### src/inc/smcd_defines.svh
`ifndef SMCD_DEFINES_SVH
`define SMCD_DEFINES_SVH

`define SMCD_CMD_WR_CFG    8'h01
`define SMCD_CMD_RD_CFG    8'h02
`define SMCD_CMD_RD_CV     8'h04
`define SMCD_CMD_RD_FLG    8'h06
`define SMCD_CMD_RD_TMP    8'h08
`define SMCD_CMD_POLL_ADC  8'h40
`define SMCD_CMD_POLL_INT  8'h50

`define SMCD_FAM_CELL      4'h1
`define SMCD_FAM_OW        4'h2
`define SMCD_FAM_TEMP      4'h3
`define SMCD_FAM_CELL_DC   4'h6
`define SMCD_FAM_OW_DC     4'h7

`define SMCD_SUB_CELL11    4'hb
`define SMCD_SUB_CELL12    4'hc
`define SMCD_SUB_UNUSED    4'hd
`define SMCD_SUB_TEST1     4'he
`define SMCD_SUB_TEST2     4'hf
`define SMCD_SUB_TEMP_LAST 4'h3

`define SMCD_PAT1          12'h555
`define SMCD_PAT2          12'haaa

`define SMCD_CFG_BYTES     5'd6
`define SMCD_CV_BYTES      5'd18
`define SMCD_CV10_BYTES    5'd15
`define SMCD_FLG_BYTES     5'd3
`define SMCD_TMP_BYTES     5
`define SMCD_NUM_CELLS     12
`define SMCD_NUM_PAIRS     6

`define SMCD_CFG_RESET     8'h00
`define SMCD_CFG_TEN_BIT   3
`define SMCD_CFG_LVL_BIT   4
`define SMCD_DCC_HI        3:0
`define SMCD_CV_LO_BYTE    7:0
`define SMCD_CV_HI_NIB     11:8
`define SMCD_CV_LO_NIB     3:0
`define SMCD_CV_HI_BYTE    11:4
`define SMCD_TMP_KEEP      7:4

`define SMCD_CRC_POLY      8'h07
`define SMCD_CRC_INIT      8'h00

`define SMCD_PIN_IDLE      5'h1f
`define SMCD_TOGGLE_HALF_US 500
`define SMCD_CLK_MHZ       50

`endif

### src/inc/smcd_pkg.sv
package smcd_pkg;
  typedef enum logic [4:0] {
    SMCD_ST_IDLE  = 5'b00001,
    SMCD_ST_WRITE = 5'b00010,
    SMCD_ST_READ  = 5'b00100,
    SMCD_ST_POLL  = 5'b01000,
    SMCD_ST_SKIP  = 5'b10000
  } smcd_state_t;

  typedef enum logic [1:0] {
    SMCD_G_CFG,
    SMCD_G_CV,
    SMCD_G_FLG,
    SMCD_G_TMP
  } smcd_grp_t;

  typedef enum logic [1:0] {
    SMCD_T_NONE,
    SMCD_T_PAT1,
    SMCD_T_PAT2
  } smcd_tst_t;
endpackage

### src/inc/smcd_link_if.sv
`timescale 1ns/1ps
interface smcd_link_if;
  logic sck_lvl;
  logic sck_rise;
  logic sck_fall;
  logic cs_act;
  logic cs_rise;
  logic sdi;
  logic sdo_up;
  logic tos;

  modport front (output sck_lvl, sck_rise, sck_fall, cs_act, cs_rise,
                 output sdi, sdo_up, tos);
  modport core  (input  sck_lvl, sck_rise, sck_fall, cs_act, cs_rise,
                 input  sdi, sdo_up, tos);
endinterface

### src/rtl/smcd_link_sync.sv
`timescale 1ns/1ps
`include "smcd_defines.svh"
module smcd_link_sync (
  input  wire logic  mclk_i,
  input  wire logic  rst_n_i,
  input  wire logic  sck_i,
  input  wire logic  csb_n_i,
  input  wire logic  sdi_i,
  input  wire logic  sdo_up_i,
  input  wire logic  tos_i,
  smcd_link_if.front lk
);
  localparam int P_SCK = 0;
  localparam int P_CSB = 1;
  localparam int P_SDI = 2;
  localparam int P_UP  = 3;
  localparam int P_TOS = 4;

  logic [4:0] s1_r;
  logic [4:0] s2_r;
  logic       sck_d_r;
  logic       csb_d_r;

  // only s2_r and later stages feed logic
  always_ff @(posedge mclk_i) begin
    if (!rst_n_i) begin
      s1_r    <= `SMCD_PIN_IDLE;
      s2_r    <= `SMCD_PIN_IDLE;
      sck_d_r <= 1'b1;
      csb_d_r <= 1'b1;
    end else begin
      s1_r    <= {tos_i, sdo_up_i, sdi_i, csb_n_i, sck_i};
      s2_r    <= s1_r;
      sck_d_r <= s2_r[P_SCK];
      csb_d_r <= s2_r[P_CSB];
    end
  end

  assign lk.sck_lvl  = s2_r[P_SCK];
  assign lk.sck_rise = s2_r[P_SCK] & ~sck_d_r;
  assign lk.sck_fall = ~s2_r[P_SCK] & sck_d_r;
  assign lk.cs_act   = ~s2_r[P_CSB];
  assign lk.cs_rise  = s2_r[P_CSB] & ~csb_d_r;
  assign lk.sdi      = s2_r[P_SDI];
  assign lk.sdo_up   = s2_r[P_UP];
  assign lk.tos      = s2_r[P_TOS];
endmodule // smcd_link_sync

### src/rtl/smcd_top.sv
`timescale 1ns/1ps
`include "smcd_defines.svh"
module smcd_top
  import smcd_pkg::*;
#(
  parameter int          TOGGLE_HALF_CYC = `SMCD_TOGGLE_HALF_US *
                                           `SMCD_CLK_MHZ,
  parameter logic [7:0]  PEC_INIT        = `SMCD_CRC_INIT
) (
  input  wire logic        mclk_i,
  input  wire logic        rst_n_i,
  input  wire logic        sck_i,
  input  wire logic        chip_select_in_n_i,
  input  wire logic        sdi_i,
  input  wire logic        sdo_up_i,
  input  wire logic        tos_i,
  input  wire logic        conv_busy_i,
  input  wire logic        interrupt_i,
  input  wire logic        result_we_i,
  input  wire logic [3:0]  result_idx_i,
  input  wire logic [11:0] result_data_i,
  input  wire logic [23:0] flag_group_i,
  input  wire logic [39:0] temp_group_i,
  output logic             sdo_o,
  output logic             sck_up_o,
  output logic             csb_up_n_o,
  output logic             sdi_up_o,
  output logic             conv_start_o,
  output logic [7:0]       conv_cmd_o,
  output logic [47:0]      config_o,
  output logic [11:0]      discharge_o
);
  localparam int TW = $clog2(TOGGLE_HALF_CYC + 1);

  if (TOGGLE_HALF_CYC < 2) begin : g_chk
    $error("TOGGLE_HALF_CYC must be at least 2");
  end

  function automatic logic [7:0] crc_step(input logic [7:0] c,
                                          input logic       b);
    logic fb;
    fb = c[7] ^ b;
    crc_step = {c[6:0], 1'b0} ^ (fb ? `SMCD_CRC_POLY : 8'h00);
  endfunction

  function automatic logic [7:0] pat_byte(input smcd_tst_t t);
    pat_byte = (t == SMCD_T_PAT1) ? 8'(`SMCD_PAT1 >> 4) :
                                    8'(`SMCD_PAT2 >> 4);
  endfunction

  smcd_link_if lk ();

  smcd_link_sync u_sync (
    .mclk_i   (mclk_i),
    .rst_n_i  (rst_n_i),
    .sck_i    (sck_i),
    .csb_n_i  (chip_select_in_n_i),
    .sdi_i    (sdi_i),
    .sdo_up_i (sdo_up_i),
    .tos_i    (tos_i),
    .lk       (lk.front)
  );

  smcd_state_t state_r;
  smcd_state_t state_nxt;
  smcd_grp_t   grp_r;
  smcd_tst_t   tmp_tst_r;
  logic [7:0]  rx_sh_r;
  logic [2:0]  bit_cnt_r;
  logic [4:0]  byte_cnt_r;
  logic [7:0]  cmd_r;
  logic [4:0]  rd_len_r;
  logic [7:0]  tx_sh_r;
  logic [2:0]  tx_bit_r;
  logic [4:0]  tx_idx_r;
  logic        crc_on_r;
  logic        pass_r;
  logic [7:0]  crc_r;
  logic [7:0]  cfg_r [0:5];
  logic [7:0]  shd_r [0:5];
  logic [11:0] cell_r [0:`SMCD_NUM_CELLS-1];
  logic [TW-1:0] tog_cnt_r;
  logic        toggle_r;
  logic        no_dc_r;

  // command byte decode
  wire [7:0] rx_byte   = {rx_sh_r[6:0], lk.sdi};
  wire       byte_done = lk.sck_rise & lk.cs_act & (bit_cnt_r == 3'h7);
  wire       cmd_done  = byte_done & (state_r == SMCD_ST_IDLE);
  wire       ten_cell  = cfg_r[0][`SMCD_CFG_TEN_BIT];
  wire       level_pl  = cfg_r[0][`SMCD_CFG_LVL_BIT];
  wire [3:0] fam       = rx_byte[7:4];
  wire [3:0] sub       = rx_byte[3:0];
  wire       fam_dc    = (fam == `SMCD_FAM_CELL_DC) |
                         (fam == `SMCD_FAM_OW_DC);
  wire       fam_cell  = (fam == `SMCD_FAM_CELL) |
                         (fam == `SMCD_FAM_OW) | fam_dc;
  wire       fam_temp  = (fam == `SMCD_FAM_TEMP);
  wire       sub_test  = (sub == `SMCD_SUB_TEST1) |
                         (sub == `SMCD_SUB_TEST2);
  wire       cell_ok   = (sub != `SMCD_SUB_UNUSED) &
                         ~(ten_cell & ((sub == `SMCD_SUB_CELL11) |
                                       (sub == `SMCD_SUB_CELL12)));
  wire       temp_ok   = (sub <= `SMCD_SUB_TEMP_LAST) | sub_test;
  wire       conv_ok   = (fam_cell & cell_ok) | (fam_temp & temp_ok);
  wire       is_poll   = (rx_byte == `SMCD_CMD_POLL_ADC) |
                         (rx_byte == `SMCD_CMD_POLL_INT);
  wire       is_wr     = (rx_byte == `SMCD_CMD_WR_CFG);
  wire       is_rd     = (rx_byte == `SMCD_CMD_RD_CFG) |
                         (rx_byte == `SMCD_CMD_RD_CV) |
                         (rx_byte == `SMCD_CMD_RD_FLG) |
                         (rx_byte == `SMCD_CMD_RD_TMP);
  wire smcd_grp_t rd_grp =
    (rx_byte == `SMCD_CMD_RD_CFG) ? SMCD_G_CFG :
    (rx_byte == `SMCD_CMD_RD_CV)  ? SMCD_G_CV  :
    (rx_byte == `SMCD_CMD_RD_FLG) ? SMCD_G_FLG : SMCD_G_TMP;
  wire [4:0] rd_len =
    (rd_grp == SMCD_G_CFG) ? `SMCD_CFG_BYTES :
    (rd_grp == SMCD_G_FLG) ? `SMCD_FLG_BYTES :
    (rd_grp == SMCD_G_TMP) ? 5'(`SMCD_TMP_BYTES) :
    (ten_cell ? `SMCD_CV10_BYTES : `SMCD_CV_BYTES);
  wire smcd_tst_t conv_tst =
    (sub == `SMCD_SUB_TEST1) ? SMCD_T_PAT1 :
    (sub == `SMCD_SUB_TEST2) ? SMCD_T_PAT2 : SMCD_T_NONE;

  // group byte packing
  wire [7:0] cv_b  [0:17];
  wire [7:0] tmp_b [0:`SMCD_TMP_BYTES-1];
  for (genvar p = 0; p < `SMCD_NUM_PAIRS; p++) begin : g_cv
    assign cv_b[3*p]   = cell_r[2*p][`SMCD_CV_LO_BYTE];
    assign cv_b[3*p+1] = {cell_r[2*p+1][`SMCD_CV_LO_NIB],
                          cell_r[2*p][`SMCD_CV_HI_NIB]};
    assign cv_b[3*p+2] = cell_r[2*p+1][`SMCD_CV_HI_BYTE];
  end
  for (genvar i = 0; i < `SMCD_TMP_BYTES; i++) begin : g_tmp
    wire [7:0] raw = temp_group_i[8*i +: 8];
    wire [7:0] pat = pat_byte(tmp_tst_r);
    if (i == `SMCD_TMP_BYTES - 1) begin : g_last
      // top nibble is not a temperature field, left untouched
      assign tmp_b[i] = (tmp_tst_r == SMCD_T_NONE) ? raw :
                        {raw[`SMCD_TMP_KEEP], pat[3:0]};
    end else begin : g_body
      assign tmp_b[i] = (tmp_tst_r == SMCD_T_NONE) ? raw : pat;
    end
  end

  wire [7:0] tx_byte =
    (grp_r == SMCD_G_CFG) ? cfg_r[tx_idx_r[2:0]] :
    (grp_r == SMCD_G_CV)  ? cv_b[tx_idx_r] :
    (grp_r == SMCD_G_FLG) ? flag_group_i[{tx_idx_r[1:0], 3'h0} +: 8] :
                            tmp_b[tx_idx_r[2:0]];
  wire [7:0] tx_load  = (tx_idx_r < rd_len_r) ? tx_byte : crc_r;
  wire [4:0] len_p1   = 5'(rd_len_r + 5'd1);
  wire       own_rd   = (state_r == SMCD_ST_READ) &
                        (byte_cnt_r < len_p1);
  wire       own_wr   = (state_r == SMCD_ST_WRITE) &
                        (byte_cnt_r < `SMCD_CFG_BYTES);
  wire       poll_low = (cmd_r == `SMCD_CMD_POLL_INT) ? interrupt_i :
                                                       conv_busy_i;
  wire       poll_val = poll_low ? 1'b0 :
                        lk.tos   ? (level_pl | toggle_r) :
                                   lk.sdo_up;
  wire [11:0] dcc     = {cfg_r[2][`SMCD_DCC_HI], cfg_r[1]};

  // command sequencer
  always_comb begin
    state_nxt = state_r;
    case (state_r)
      SMCD_ST_IDLE: begin
        if (cmd_done) begin
          if (is_wr)
            state_nxt = SMCD_ST_WRITE;
          else if (is_rd)
            state_nxt = SMCD_ST_READ;
          else if (conv_ok | is_poll)
            state_nxt = SMCD_ST_POLL;
          else
            state_nxt = SMCD_ST_SKIP;
        end
      end
      SMCD_ST_WRITE,
      SMCD_ST_READ,
      SMCD_ST_POLL,
      SMCD_ST_SKIP: state_nxt = state_r;
      default:      state_nxt = SMCD_ST_IDLE;
    endcase
    if (!lk.cs_act)
      state_nxt = SMCD_ST_IDLE;
  end

  always_ff @(posedge mclk_i) begin
    if (!rst_n_i)
      state_r <= SMCD_ST_IDLE;
    else
      state_r <= state_nxt;
  end

  // receive side: bits msb first on rising clock
  always_ff @(posedge mclk_i) begin
    if (!rst_n_i || !lk.cs_act) begin
      rx_sh_r    <= 8'h00;
      bit_cnt_r  <= 3'h0;
      byte_cnt_r <= 5'h00;
    end else if (lk.sck_rise) begin
      rx_sh_r   <= rx_byte;
      bit_cnt_r <= 3'(bit_cnt_r + 3'h1);
      if (byte_done && state_r != SMCD_ST_IDLE && byte_cnt_r != 5'h1f)
        byte_cnt_r <= 5'(byte_cnt_r + 5'h01);
    end
  end

  always_ff @(posedge mclk_i) begin
    if (!rst_n_i) begin
      cmd_r    <= 8'h00;
      grp_r    <= SMCD_G_CFG;
      rd_len_r <= 5'h00;
    end else if (cmd_done) begin
      cmd_r    <= rx_byte;
      grp_r    <= rd_grp;
      rd_len_r <= rd_len; // length fixed for the whole read
    end
  end

  // configuration shadow and commit
  always_ff @(posedge mclk_i) begin
    if (!rst_n_i) begin
      for (int k = 0; k < 6; k++) begin
        cfg_r[k] <= `SMCD_CFG_RESET;
        shd_r[k] <= `SMCD_CFG_RESET;
      end
    end else begin
      if (byte_done && own_wr)
        shd_r[byte_cnt_r[2:0]] <= rx_byte;
      // partial writes are dropped, never half applied
      if (lk.cs_rise && state_r == SMCD_ST_WRITE &&
          byte_cnt_r >= `SMCD_CFG_BYTES)
        for (int k = 0; k < 6; k++)
          cfg_r[k] <= shd_r[k];
    end
  end

  // transmit side: change on falling clock
  always_ff @(posedge mclk_i) begin
    if (!rst_n_i || state_r != SMCD_ST_READ) begin
      tx_sh_r  <= 8'hff;
      tx_bit_r <= 3'h0;
      tx_idx_r <= 5'h00;
      crc_on_r <= 1'b0;
      pass_r   <= 1'b0;
    end else if (lk.sck_fall) begin
      tx_bit_r <= 3'(tx_bit_r + 3'h1);
      if (tx_bit_r == 3'h0) begin
        tx_sh_r  <= {tx_load[6:0], 1'b1};
        crc_on_r <= (tx_idx_r < rd_len_r);
        pass_r   <= (tx_idx_r == len_p1);
        if (tx_idx_r != len_p1)
          tx_idx_r <= 5'(tx_idx_r + 5'h01);
      end else begin
        tx_sh_r <= {tx_sh_r[6:0], 1'b1};
      end
    end
  end

  always_ff @(posedge mclk_i) begin
    if (!rst_n_i || cmd_done)
      crc_r <= PEC_INIT;
    else if (lk.sck_rise && state_r == SMCD_ST_READ && crc_on_r)
      crc_r <= crc_step(crc_r, sdo_o);
  end

  always_ff @(posedge mclk_i) begin
    if (!rst_n_i)
      sdo_o <= 1'b1;
    else if (state_r == SMCD_ST_POLL)
      sdo_o <= poll_val;
    else if (state_r != SMCD_ST_READ)
      sdo_o <= 1'b1;
    else if (pass_r)
      sdo_o <= lk.sdo_up;
    else if (lk.sck_fall)
      sdo_o <= (tx_bit_r == 3'h0) ? tx_load[7] : tx_sh_r[7];
  end

  // upward chain: clock held idle while own bytes move
  always_ff @(posedge mclk_i) begin
    if (!rst_n_i) begin
      sck_up_o   <= 1'b1;
      csb_up_n_o <= 1'b1;
      sdi_up_o   <= 1'b1;
    end else begin
      sck_up_o   <= lk.sck_lvl | own_rd | own_wr;
      csb_up_n_o <= ~lk.cs_act;
      sdi_up_o   <= lk.sdi;
    end
  end

  // 1 kHz toggle for top-of-stack toggle polling
  always_ff @(posedge mclk_i) begin
    if (!rst_n_i) begin
      tog_cnt_r <= '0;
      toggle_r  <= 1'b0;
    end else if (tog_cnt_r == TW'(TOGGLE_HALF_CYC - 1)) begin
      tog_cnt_r <= '0;
      toggle_r  <= ~toggle_r;
    end else begin
      tog_cnt_r <= TW'(tog_cnt_r + 1'b1);
    end
  end

  // conversion launch
  always_ff @(posedge mclk_i) begin
    if (!rst_n_i) begin
      conv_start_o <= 1'b0;
      conv_cmd_o   <= 8'h00;
      no_dc_r      <= 1'b0;
      tmp_tst_r    <= SMCD_T_NONE;
    end else begin
      conv_start_o <= cmd_done & conv_ok;
      if (cmd_done && conv_ok) begin
        conv_cmd_o <= rx_byte;
        no_dc_r    <= fam_cell & ~fam_dc;
        if (fam_temp)
          tmp_tst_r <= conv_tst;
      end
    end
  end

  // cell results: converter writes, self tests overwrite all
  always_ff @(posedge mclk_i) begin
    if (!rst_n_i) begin
      for (int k = 0; k < `SMCD_NUM_CELLS; k++)
        cell_r[k] <= 12'h000;
    end else if (cmd_done && conv_ok && fam_cell && sub_test) begin
      for (int k = 0; k < `SMCD_NUM_CELLS; k++)
        cell_r[k] <= (conv_tst == SMCD_T_PAT1) ? `SMCD_PAT1 :
                                                 `SMCD_PAT2;
    end else if (result_we_i && result_idx_i < 4'(`SMCD_NUM_CELLS)) begin
      cell_r[result_idx_i] <= result_data_i;
    end
  end

  // discharge switches off during plain measurements
  always_ff @(posedge mclk_i) begin
    if (!rst_n_i)
      discharge_o <= 12'h000;
    else
      discharge_o <= dcc & ~{12{conv_busy_i & no_dc_r}};
  end

  assign config_o = {cfg_r[5], cfg_r[4], cfg_r[3],
                     cfg_r[2], cfg_r[1], cfg_r[0]};
endmodule // smcd_top

### config.mk
export PLATFORM = sky130hd
export DESIGN_NAME = smcd_top
export DESIGN_NICKNAME = d
export VERILOG_FILES = /design/src/inc/smcd_pkg.sv /design/src/inc/smcd_link_if.sv /design/src/rtl/smcd_link_sync.sv /design/src/rtl/smcd_top.sv
export VERILOG_INCLUDE_DIRS = /design/src /design/src/inc
export SDC_FILE = /design/constraint.sdc
export NUM_CORES = 1
export LEC_CHECK = 0
export CAP_MARGIN = 40
export CELL_PAD_IN_SITES_DETAIL_PLACEMENT = 1
export CELL_PAD_IN_SITES_GLOBAL_PLACEMENT = 1
export CORE_MARGIN = 2
export CORE_UTILIZATION = 46
export DETAILED_ROUTE_END_ITERATION = 12
export DONT_BUFFER_PORTS = 1
export PLACE_DENSITY_LB_ADDON = 0.1
export SYNTH_ARGS = -nofsm -noshare
export SYNTH_HDL_FRONTEND = slang
export SYNTH_SLANG_ARGS = --single-unit
### constraint.sdc
create_clock -name mclk_i -period 2.5 [get_ports mclk_i]
set_clock_uncertainty 0.1 [all_clocks]
set_input_delay 0.625 -clock mclk_i [delete_from_list [all_inputs] [get_ports mclk_i]]
set_output_delay 0.625 -clock mclk_i [all_outputs]
set_load 0.02 [all_outputs]
## Yosys cells after proc, flatten, opt, wreduce, memory -nomap -nowiden

Memory sizes are Yosys's and may differ from the RTL's. A register that Yosys moved wholly into a read port is not among the register bits.
Cells that the tools add are included.

- Bits in read-only memories: 0
- Input port bits: 90
- Bits in writable memories: 240
- Bits in latches: 0
- Bits in registers: 116
- Logic and storage cells: 256
- Memories kept: 3

- Add/sub/neg operators: 6
- Shifts and indexed selects: 1
- Reductions and logical operators: 30
- Divide/modulo/power cells: 0
- $lt $le $gt $ge: 8
- Muxes and demuxes: 81
- Eq/ne operators: 37
- Multiply operators: 0
- Bitwise operators: 63

Memories:

| name | depth | width | rd ports | clocked after memory_dff | wr ports | RTL line | source |
|---|---|---|---|---|---|---|---|
| cell_r | 12 | 12 | 12 | 0 | 12 | smcd_top.sv:81 | `` logic [11:0] cell_r [0:`SMCD_NUM_CELLS-1]; `` |
| cfg_r | 6 | 8 | 7 | 1 | 6 | smcd_top.sv:79 | `logic [7:0] cfg_r [0:5];` |
| shd_r | 6 | 8 | 6 | 0 | 6 | smcd_top.sv:80 | `logic [7:0] shd_r [0:5];` |

Operators by type and width:

| kind | count |
|---|---|
| $mux W12 | 14 |
| $mux W8 | 21 |
| $bmux W8 S5 | 1 |
| $mux W5 | 8 |
| $or A1 B1 Y1 | 33 |
| $mux W1 | 25 |
| $bmux W8 S3 | 1 |
| $eq A8 B7 Y1 const B | 3 |
| $shiftx A24 B6 Y8 | 1 |
| $eq A4 B4 Y1 const B | 4 |
| $eq A8 B3 Y1 const B | 2 |
| $add A15 B1 Y15 const B | 1 |
| $add A5 B1 Y5 const B | 3 |
| $and A1 B1 Y1 | 15 |
| $eq A15 B15 Y1 const B | 1 |
| $and A12 B12 Y12 | 1 |
| $mux W3 | 4 |
| $not A12 Y12 | 1 |
| $reduce_or A12 Y1 | 1 |
| $logic_and A1 B1 Y1 | 11 |
| $lt A5 B5 Y1 | 2 |
| $pmux W5 S2 | 1 |
| $not A1 Y1 | 9 |
| $eq A4 B2 Y1 const B | 2 |
| other kinds (43) | 61 |

## Depth between registers and ports, before layout

Gate-level depths: netlist (run 1).

- Depth in word-level cells: 15
- Gate-level depth with buffers: 12

## Cells and area by module

Synthesis (run 1) repeated with hierarchy kept, for this count alone.

- Cell total of the unflattened synthesis: 1,459
- Area, all modules: 16,623.4 µm²

Modules (own cells, without submodules):

| module | times used | cells an instance | area each (µm²) | seq. area each (µm²) |
|---|---|---|---|---|
| smcd_top | 1 | 1,430 | 16,261.8 | 9,349.0 |
| smcd_link_sync | 1 | 29 | 361.6 | 240.2 |

## Least setup slack after synthesis (run 1)

Ideal clock, no wire load.

- Path type: input port to flip-flop
- Start: input port rst_n_i
- End: memory cfg_r[0][0], enable pin
- Setup slack: -0.209 ns
- Buffers on the path: 2
- Stages: 3
- Arrival time: 2.024 ns
- Path through: clkbuf_1 clkbuf_1 nand2_1

RTL lines:

| what | RTL line | source |
|---|---|---|
| from (decl) | smcd_top.sv:11 | `input wire logic rst_n_i,` |
| to (decl) | smcd_top.sv:79 |  |

## Final worst setup path (run 1)

- Start: register tx_idx_r[0]
- End: register tx_sh_r[4]

- Cells in the longest elaborated chain, start to end: 9
- Elaborated cells between the ends (all ways): 15
- Those cells by class: order compare: 1; shift: 1; mux: 11; bitwise: 2

RTL lines:

| what | RTL line | source |
|---|---|---|
| from (decl) | smcd_top.sv:75 | `logic [4:0] tx_idx_r;` |
| from (signal assigned) | smcd_top.sv:257 | `tx_idx_r <= 5'(tx_idx_r + 5'h01);` |
| branches (longest 7 deep; another with $bmux W8 S5) | - |  |
| $mux W8 (*) | smcd_top.sv:152 | `wire [7:0] tx_load = (tx_idx_r < rd_len_r) ? tx_byte : crc_r;` |
| $mux W8 (*) | smcd_top.sv:252 | `if (tx_bit_r == 3'h0) begin` |
| to (signal assigned) | smcd_top.sv:253 | `tx_sh_r <= {tx_load[6:0], 1'b1};` |
| to (signal assigned) | smcd_top.sv:259 | `tx_sh_r <= {tx_sh_r[6:0], 1'b1};` |
| to (decl) | smcd_top.sv:73 | `logic [7:0] tx_sh_r;` |

Mark *: on every way between the ends. The select of a mux whose other input is x is not followed.
A chain may end at the register's enable or synchronous reset.

==> reports/metrics.yaml, run 1 <==
dp_slack_ns: -0.1650
place_area_sq_um: 18000
synth-adder-area-share_pct: 1.417
worst_pin_slew_ns: 0.8714
yosys.area.top_type: "edfxtp_1"
ys_seq_elements: 358
grt_pass1_wl_mm: 76.13
yosysSeqAreaShare_pct: 57.04
hold_ws_ns: 0.05119
synth-compound-area-share_pct: 12.00
endpoint_kind: "flop"
wl_per_cell_microns: 25.14
synth_top_family_by_area: "simple AND/OR/NAND/NOR gates"
cts_made_buffers: 41
tritoncts: "yes"
min_path_cells: 1
fin_nets: 1612
p_per_area_nw_per_um2: 677.8
peakVddDrop_uv: 693.8
arrival_ns: 2.77
layout_setup_ws_ns: 0.08047
drtIter0Drc: 837
clock.fmax_mhz: 413.3
drc: 0
synth_top_area_share_pct: 42.96
clkTransAtPathRegs_ns: 0.06
first_pass_iters: 5
slew_violations: 0
synth.most_common_cell: "edfxtp_1"
critical_path_required_ns: 2.85
crit_fanout: 7
crit_top_cell: "a21oi_1"
fp.dieW_microns: 195.0
slew_headroom_pct: 41.90
insertion_delay_ns: 0.57
synthSimpleGateAreaFrac_pct: 14.04
die_area_sq_um: 38020
port_buffers: 0
whs_endpoint: "u_sync.s2_r[3]"
muxShareOfSynthArea_pct: 9.427
ys.flop_type: "edfxtp_1"
async_flop_share_pct: 0
syn-num-nets: 1565
reg2reg_depth: 9
synth_area_leaders: "edfxtp_1, dfxtp_1, mux4_2, mux2i_1, o21ai_0"
ant_nets: 0
status: "finished clean"
first_global_vias: 12330
rows: 69
start_util_pct: 46.94
holdBufCountCts: 0
r2r_start: "tx_idx_r[0]"
drive_gt1_share_pct: 17.99
clock_path_buffers: 3
vias: 11810
synth.avg_cell_area_sq_um: 11.52
fin_cells: 1996
cp_num_buf_inv: 2
antenna_found_initial: 3
leakage_uw: 0.007288
crit_slowest_cell: "or3_1"
finalCritPeriodShare_pct: 96.78
clock-root-buffer: "clkbuf_16"
postSynthCellCount: 1456
crit_chain: "buf_12, inv_1, ha_1, nor2b_1, o2111a_1, or3_1, a21oi_1, a21oi_1, a311o_1"
yosys_warnings: 0
die_h_microns: 195.0
rrSetupSlack_ns: 0.08
start_kind: "flop"
via_per_inst: 5.918
slowest_delay_ns: 0.46
synth_xor_xnor_area_share_pct: 2.125
rsz0062_at_grt: "yes"
synth-edff-count: 240
grt-ovfl-total: 0
hp-start: "rst_n_i"
setup_viol: 0
hold_viol_final: 0
stdcell_area_sq_um: 19440
hp-class: "in2reg"
period_needed_ns: 2.420
grt_max_degree: 49
post_cts.repair.setup_buffers: 0
worstSetupPathType: "reg2reg"
cts.sink_count: 358
synthDistinctLibCells: 78
crit_family: "compound AO/OA/AOI/OAI gates"
drt_wl_total_mm: 50.19
ios: 163
gp_congestion: 0.8442
coreArea_sq_um: 35740
htreeDepth: 2
place_inst: 1921
syn-cell-area_sq_um: 16780
r2r-end: "tx_sh_r[4]"
nFillCells: 3700
dpl.hpwl_mm: 35.81
maxCapViolations: 0
yosys-top-cells-count: "edfxtp_1, nor2_1, nand2_1, dfxtp_1, o21ai_0"
synthToLayoutAreaGrowth_pct: 15.86
grtUsageTotal_pct: 26.58
sequential cells by signal, summed over array words and instances (netlist names), 5 cells and up, named ones only:
signal       cells
cfg_r           48
rx_sh_r          7
tog_cnt_r       15
crc_r            8
tx_idx_r         5
conv_cmd_o       8
state_r          5
cell_r         144
tx_sh_r          7
rd_len_r         5
u_sync.s1_r      5
byte_cnt_r       5
shd_r           48
discharge_o     12
cmd_r            8
u_sync.s2_r      5
per-layer routing:
| layer | GRT usage, % | part of all wire [%] | up-vias |
|---|---|---|---|
| li1 | - | - | 5399 |
| met4 | 6.983 | 1.9 | 2 |
| met5 | 0 | 0.040 | - |
| met2 | 42.10 | 46 | 367 |
| met1 | 37.57 | 45 | 5972 |
| met3 | 5.302 | 7.1 | 73 |
power breakdown:
group          total [uW]  internal [uW]  switching [uW]
combinational         456            180             276
sequential           6610           6490             123
clock                6100           3630            2480
worst max path at each step:
stage | start | to | slack [ns] | cells past startpoint
floorplan | bit_cnt_r[0] | cell_r[5][0] | -0.1 | 8
global placement | bit_cnt_r[0] | cell_r[6][9] | -0.08 | 8
detailed placement | bit_cnt_r[0] | cell_r[6][5] | -0.16 | 8
CTS | bit_cnt_r[0] | shd_r[2][7] | 0.01 | 9
global route | bit_cnt_r[0] | cell_r[0][7] | -0.02 | 9
finish | tx_idx_r[0] | tx_sh_r[4] | 0.08 | 9
cells in the final DEF (no fill, tap or decap), types with 5 or more instances in the layout:
cell type / count
and2_1: 63
bufinv_16: 5
xnor2_1: 16
clkinv_2: 6
nor2b_1: 17
o21ai_1: 26
a21o_1: 61
nand4_1: 13
ha_1: 19
dfxtp_1: 114
edfxtp_1: 240
nand3_1: 26
o22ai_1: 5
a31o_2: 13
nor2_1: 130
nand2b_1: 26
a21oi_1: 54
inv_1: 25
o2111ai_1: 5
mux2_2: 10
xor2_1: 15
o21ai_0: 99
nor3_1: 12
clkbuf_16: 41
a31oi_1: 7
buf_12: 24
mux4_2: 39
a211oi_1: 9
mux2i_1: 59
and3_1: 7
nand3b_1: 9
clkinv_1: 6
clkbuf_1: 9
buf_4: 92
nand2_1: 124
a221oi_1: 6
cell type report:
cell class | instances | area (sq um) | area share [%]
Timing Repair Buffer | 119 | 1205 | 6.199
Clock inverter | 21 | 236.5 | 1.217
Inverter | 25 | 93.84 | 0.4828
Clock buffer | 53 | 1101 | 5.664
Sequential cell | 358 | 9579 | 49.28
Multi-Input combinational cell | 958 | 6644 | 34.18
Tap cell | 461 | 576.8 | 2.967
Antenna cell | 1 | 2.502 | 0.01287
per-stage QoR:
step           power, uW  util [%]  setup TNS (ns)
2_1_floorplan       6981         -          -11.59
4_1_cts            13260     54.17               0
3_5_place_dp        7189     50.37          -15.85
6_report           13170     54.39               0
5_1_grt            13550     54.38         -0.4949
3_3_place_gp        7168     50.35          -5.490
timing repair:
item	CTS	global route
resized for setup	5	21
setup endpoints to repair	285	120
pin swaps	1	4
logic make-up after synthesis:
| kind of cell | Yosys count |
|---|---|
| AO/OA/AOI/OAI | 321 |
| XOR/XNOR | 35 |
| adder cells (fa/ha/maj) | 19 |
| buffers and inverters | 140 |
| flip-flops | 358 |
| multiplexers | 108 |
| AND/OR/NAND/NOR | 475 |
(Power assumes the default switching activity.)
==> run 2, diff against run 1 <==
--- a/config.mk
+++ b/config.mk
@@ -6,11 +6,12 @@
 export SDC_FILE = /design/constraint.sdc
 export NUM_CORES = 1
 export LEC_CHECK = 0
+export ABC_AREA = 1
 export CAP_MARGIN = 40
 export CELL_PAD_IN_SITES_DETAIL_PLACEMENT = 1
 export CELL_PAD_IN_SITES_GLOBAL_PLACEMENT = 1
 export CORE_MARGIN = 2
-export CORE_UTILIZATION = 46
+export CORE_UTILIZATION = 44
 export DETAILED_ROUTE_END_ITERATION = 12
 export DONT_BUFFER_PORTS = 1
 export PLACE_DENSITY_LB_ADDON = 0.1
==> reports/metrics.yaml, run 2 <==
drive_gt1_share_pct: 14.90  # was 17.99%
ant_nets: 0  # unchanged
period_needed_ns: 2.394  # was 2.420 ns
rsz0062_at_grt: "yes"  # unchanged
diodes: 0  # was 1
slew_violations: 0  # unchanged
maxCapViolations: 0  # unchanged
syn-num-nets: 1941  # was 1,565
synth_area_leaders: "edfxtp_1, dfxtp_1, nand2_1, nor2_1, inv_1"  # was edfxtp_1, dfxtp_1, mux4_2, mux2i_1, o21ai_0
insertion_delay_ns: 0.58  # was 0.57 ns
die_h_microns: 197.4  # was 195.0 microns
worstSetupPathType: "reg2reg"  # unchanged
postSynthCellCount: 1832  # was 1,456
start_kind: "flop"  # unchanged
drt_wl_total_mm: 52.87  # was 50.19 mm
clock.fmax_mhz: 417.7  # was 413.3 MHz
grt_max_degree: 61  # was 49
dpl.hpwl_mm: 37.78  # was 35.81 mm
clock_path_buffers: 3  # unchanged
crit_fanout: 8  # was 7
finalCritPeriodShare_pct: 95.76  # was 96.78%
synthDistinctLibCells: 46  # was 78
cts.sink_count: 358  # unchanged
ios: 163  # unchanged
synth-edff-count: 240  # unchanged
port_buffers: 0  # unchanged
synth.most_common_cell: "nand2_1"  # was edfxtp_1
cts_made_buffers: 40  # was 41
reg_top3: "cell_r (144), cfg_r (48), shd_r (48)"  # unchanged
rows: 70  # was 69
first_global_vias: 13530  # was 12,330
synthToLayoutAreaGrowth_pct: 17.19  # was 15.86%
final_common_cell: "nand2_1"  # was edfxtp_1
drc: 0  # unchanged
grt_pass1_wl_mm: 79.32  # was 76.13 mm
largest_reg_flops: 144  # unchanged
hp-class: "in2reg"  # unchanged
clock-root-buffer: "clkbuf_16"  # unchanged
final_cell_mix: "nand2_1, edfxtp_1, nor2_1, inv_1, o21ai_0"  # was edfxtp_1, nor2_1, nand2_1, dfxtp_1, o21ai_0
setup_viol: 0  # unchanged
yosys_warnings: 0  # unchanged
hold_viol_final: 0  # unchanged
fp.dieW_microns: 197.4  # was 195.0 microns
nFillCells: 4186  # was 3,700
synth.avg_cell_area_sq_um: 8.984  # was 11.52 sq um
wl_per_cell_microns: 21.95  # was 25.14 microns
grtUsageTotal_pct: 26.94  # was 26.58%
status: "finished clean"  # unchanged
yosys.area.top_type: "edfxtp_1"  # unchanged
critical_path_required_ns: 2.68  # was 2.85 ns
fin_nets: 2017  # was 1,612
yosysSeqAreaShare_pct: 58.14  # was 57.04%
async_flop_share_pct: 0  # unchanged
via_per_inst: 5.591  # was 5.918
p_per_area_nw_per_um2: 683.7  # was 677.8 nW/um^2
antenna_found_initial: 0  # was 3
die_area_sq_um: 38970  # was 38,020 sq um
holdBufCountCts: 0  # unchanged
clkTransAtPathRegs_ns: 0.06  # about the same
arrival_ns: 2.57  # was 2.77 ns
syn-cell-area_sq_um: 16460  # was 16,780 sq um
yosys-top-cells-count: "nand2_1, edfxtp_1, nor2_1, inv_1, o21ai_0"  # was edfxtp_1, nor2_1, nand2_1, dfxtp_1, o21ai_0
coreArea_sq_um: 36700  # was 35,740 sq um
start_util_pct: 44.85  # was 46.94%
ys_seq_elements: 358  # unchanged
power_uw: 13190  # was 13,170 uW
endpoint_kind: "flop"  # unchanged
htreeDepth: 2  # unchanged
slew_headroom_pct: 55.48  # was 41.90%
regMostFlops: "cell_r"  # unchanged
tritoncts: "yes"  # unchanged
vias: 13460  # was 11,810
hold_ws_ns: 0.03883  # was 0.05119 ns
first_pass_iters: 5  # unchanged
drtIter0Drc: 1075  # was 837
synth_top_area_share_pct: 43.79  # was 42.96%
leakage_uw: 0.007627  # was 0.007288 uW
peakVddDrop_uv: 529.1  # was 693.8 uV
grt-ovfl-total: 0  # unchanged
ys.flop_type: "edfxtp_1"  # unchanged
worst_pin_slew_ns: 0.6654  # was 0.8714 ns
gp_congestion: 0.8549  # was 0.8442
## run 2: cell count changes after synthesis, moves of 39 or more
cell / delta
o21ai_0: +39
a21o_1: -61
mux4_2: -39
a21oi_1: +41
nand2_1: +154
o21ai_1: +109
inv_1: +184
nand3_1: +57
mux2i_1: -59
nor2_1: +90
and2_1: -62
## run 2: critical path: stages, from the launching register on
cell	delay, ns
dfxtp_1	0.31
ha_1	0.19
ha_1	0.20
nand3_2	0.12
nor2_2	0.06
and2_1	0.17
nand3_2	0.07
nand2_1	0.07
inv_2	0.08
nand2_4	0.09
nor2_4	0.22
nand2_4	0.13
nand2_2	0.11
clkbuf_4	0.18
## run 2: logic make-up (layout without fill, tap and decap cells)
| logic type | after synthesis | count (layout) | share of synthesized area, % |
|---|---|---|---|
| buffers and inverters | 319 | 426 | 7.670 |
| and+or+nand+nor | 680 | 681 | 17.61 |
| DFF | 358 | 358 | 58.14 |
| xor gates and xnor gates | 7 | 7 | 0.3725 |
| adders and majority gates | 19 | 19 | 1.444 |
| AOI/OAI and AO/OA | 449 | 449 | 14.77 |
## run 2: through the flow
stage	setup slack, ns	utilization [%]	std cells	TNS, ns	area, sq um
after detailed placement	-0.03111	47.97	2316	-0.3670	17600
after CTS	0.01232	51.65	2391	0	18950
after global routing	-0.03256	52.56	2408	-0.2368	19290
after global placement	0.008156	47.97	2316	0	17600
after floorplan	-0.003295	-	1832	-0.03954	16470
final	0.1059	52.56	2408	0	19290
## run 2: worst paths after layout
| kind | startpoint | end | slack [ns] | depth (start not counted) |
|---|---|---|---|---|
| hold reg to reg | u_sync.s1_r[0] | u_sync.s2_r[0] | 0.31 | 1 |
| setup reg to reg | bit_cnt_r[0] | cell_r[11][4] | 0.11 | 13 |
| setup / recovery | bit_cnt_r[0] | cell_r[11][4] | 0.11 | 13 |
| hold / removal | rst_n_i | u_sync.sck_d_r | 0.04 | 1 |
## run 2: what timing repair did
action,in CTS,in global routing
endpoints found under the setup margin,74,366
buffers inserted,1,13
gates cloned,0,4
pin swaps,0,6
resized for setup,3,71
## run 2: cell type report
cell class | count | area [sq um] | area share (%)
clock buffer | 52 | 1120 | 5.806
clock inverter | 22 | 220.2 | 1.142
multi-input combinational | 1156 | 5796 | 30.05
tap | 468 | 585.6 | 3.036
sequential | 358 | 9580 | 49.67
timing repair buffer | 130 | 1139 | 5.903
inverter | 222 | 848.3 | 4.398
## run 2: power by group
part	switching (uW)	leakage, uW	internal, uW	total [uW]
Clock	2500	0.000662	3580	6080
Sequential	121	0.00332	6510	6630
Combinational	334	0.00364	141	474
Total	2950	0.00763	10200	13200
## run 2: metal layers
metal	wire (microns)	vias up	track usage (%)
met1	24120	6613	37.69
met5	0	-	0
met3	3700	69	5.139
met4	930	0	6.377
li1	-	6356	-
met2	24110	425	43.41
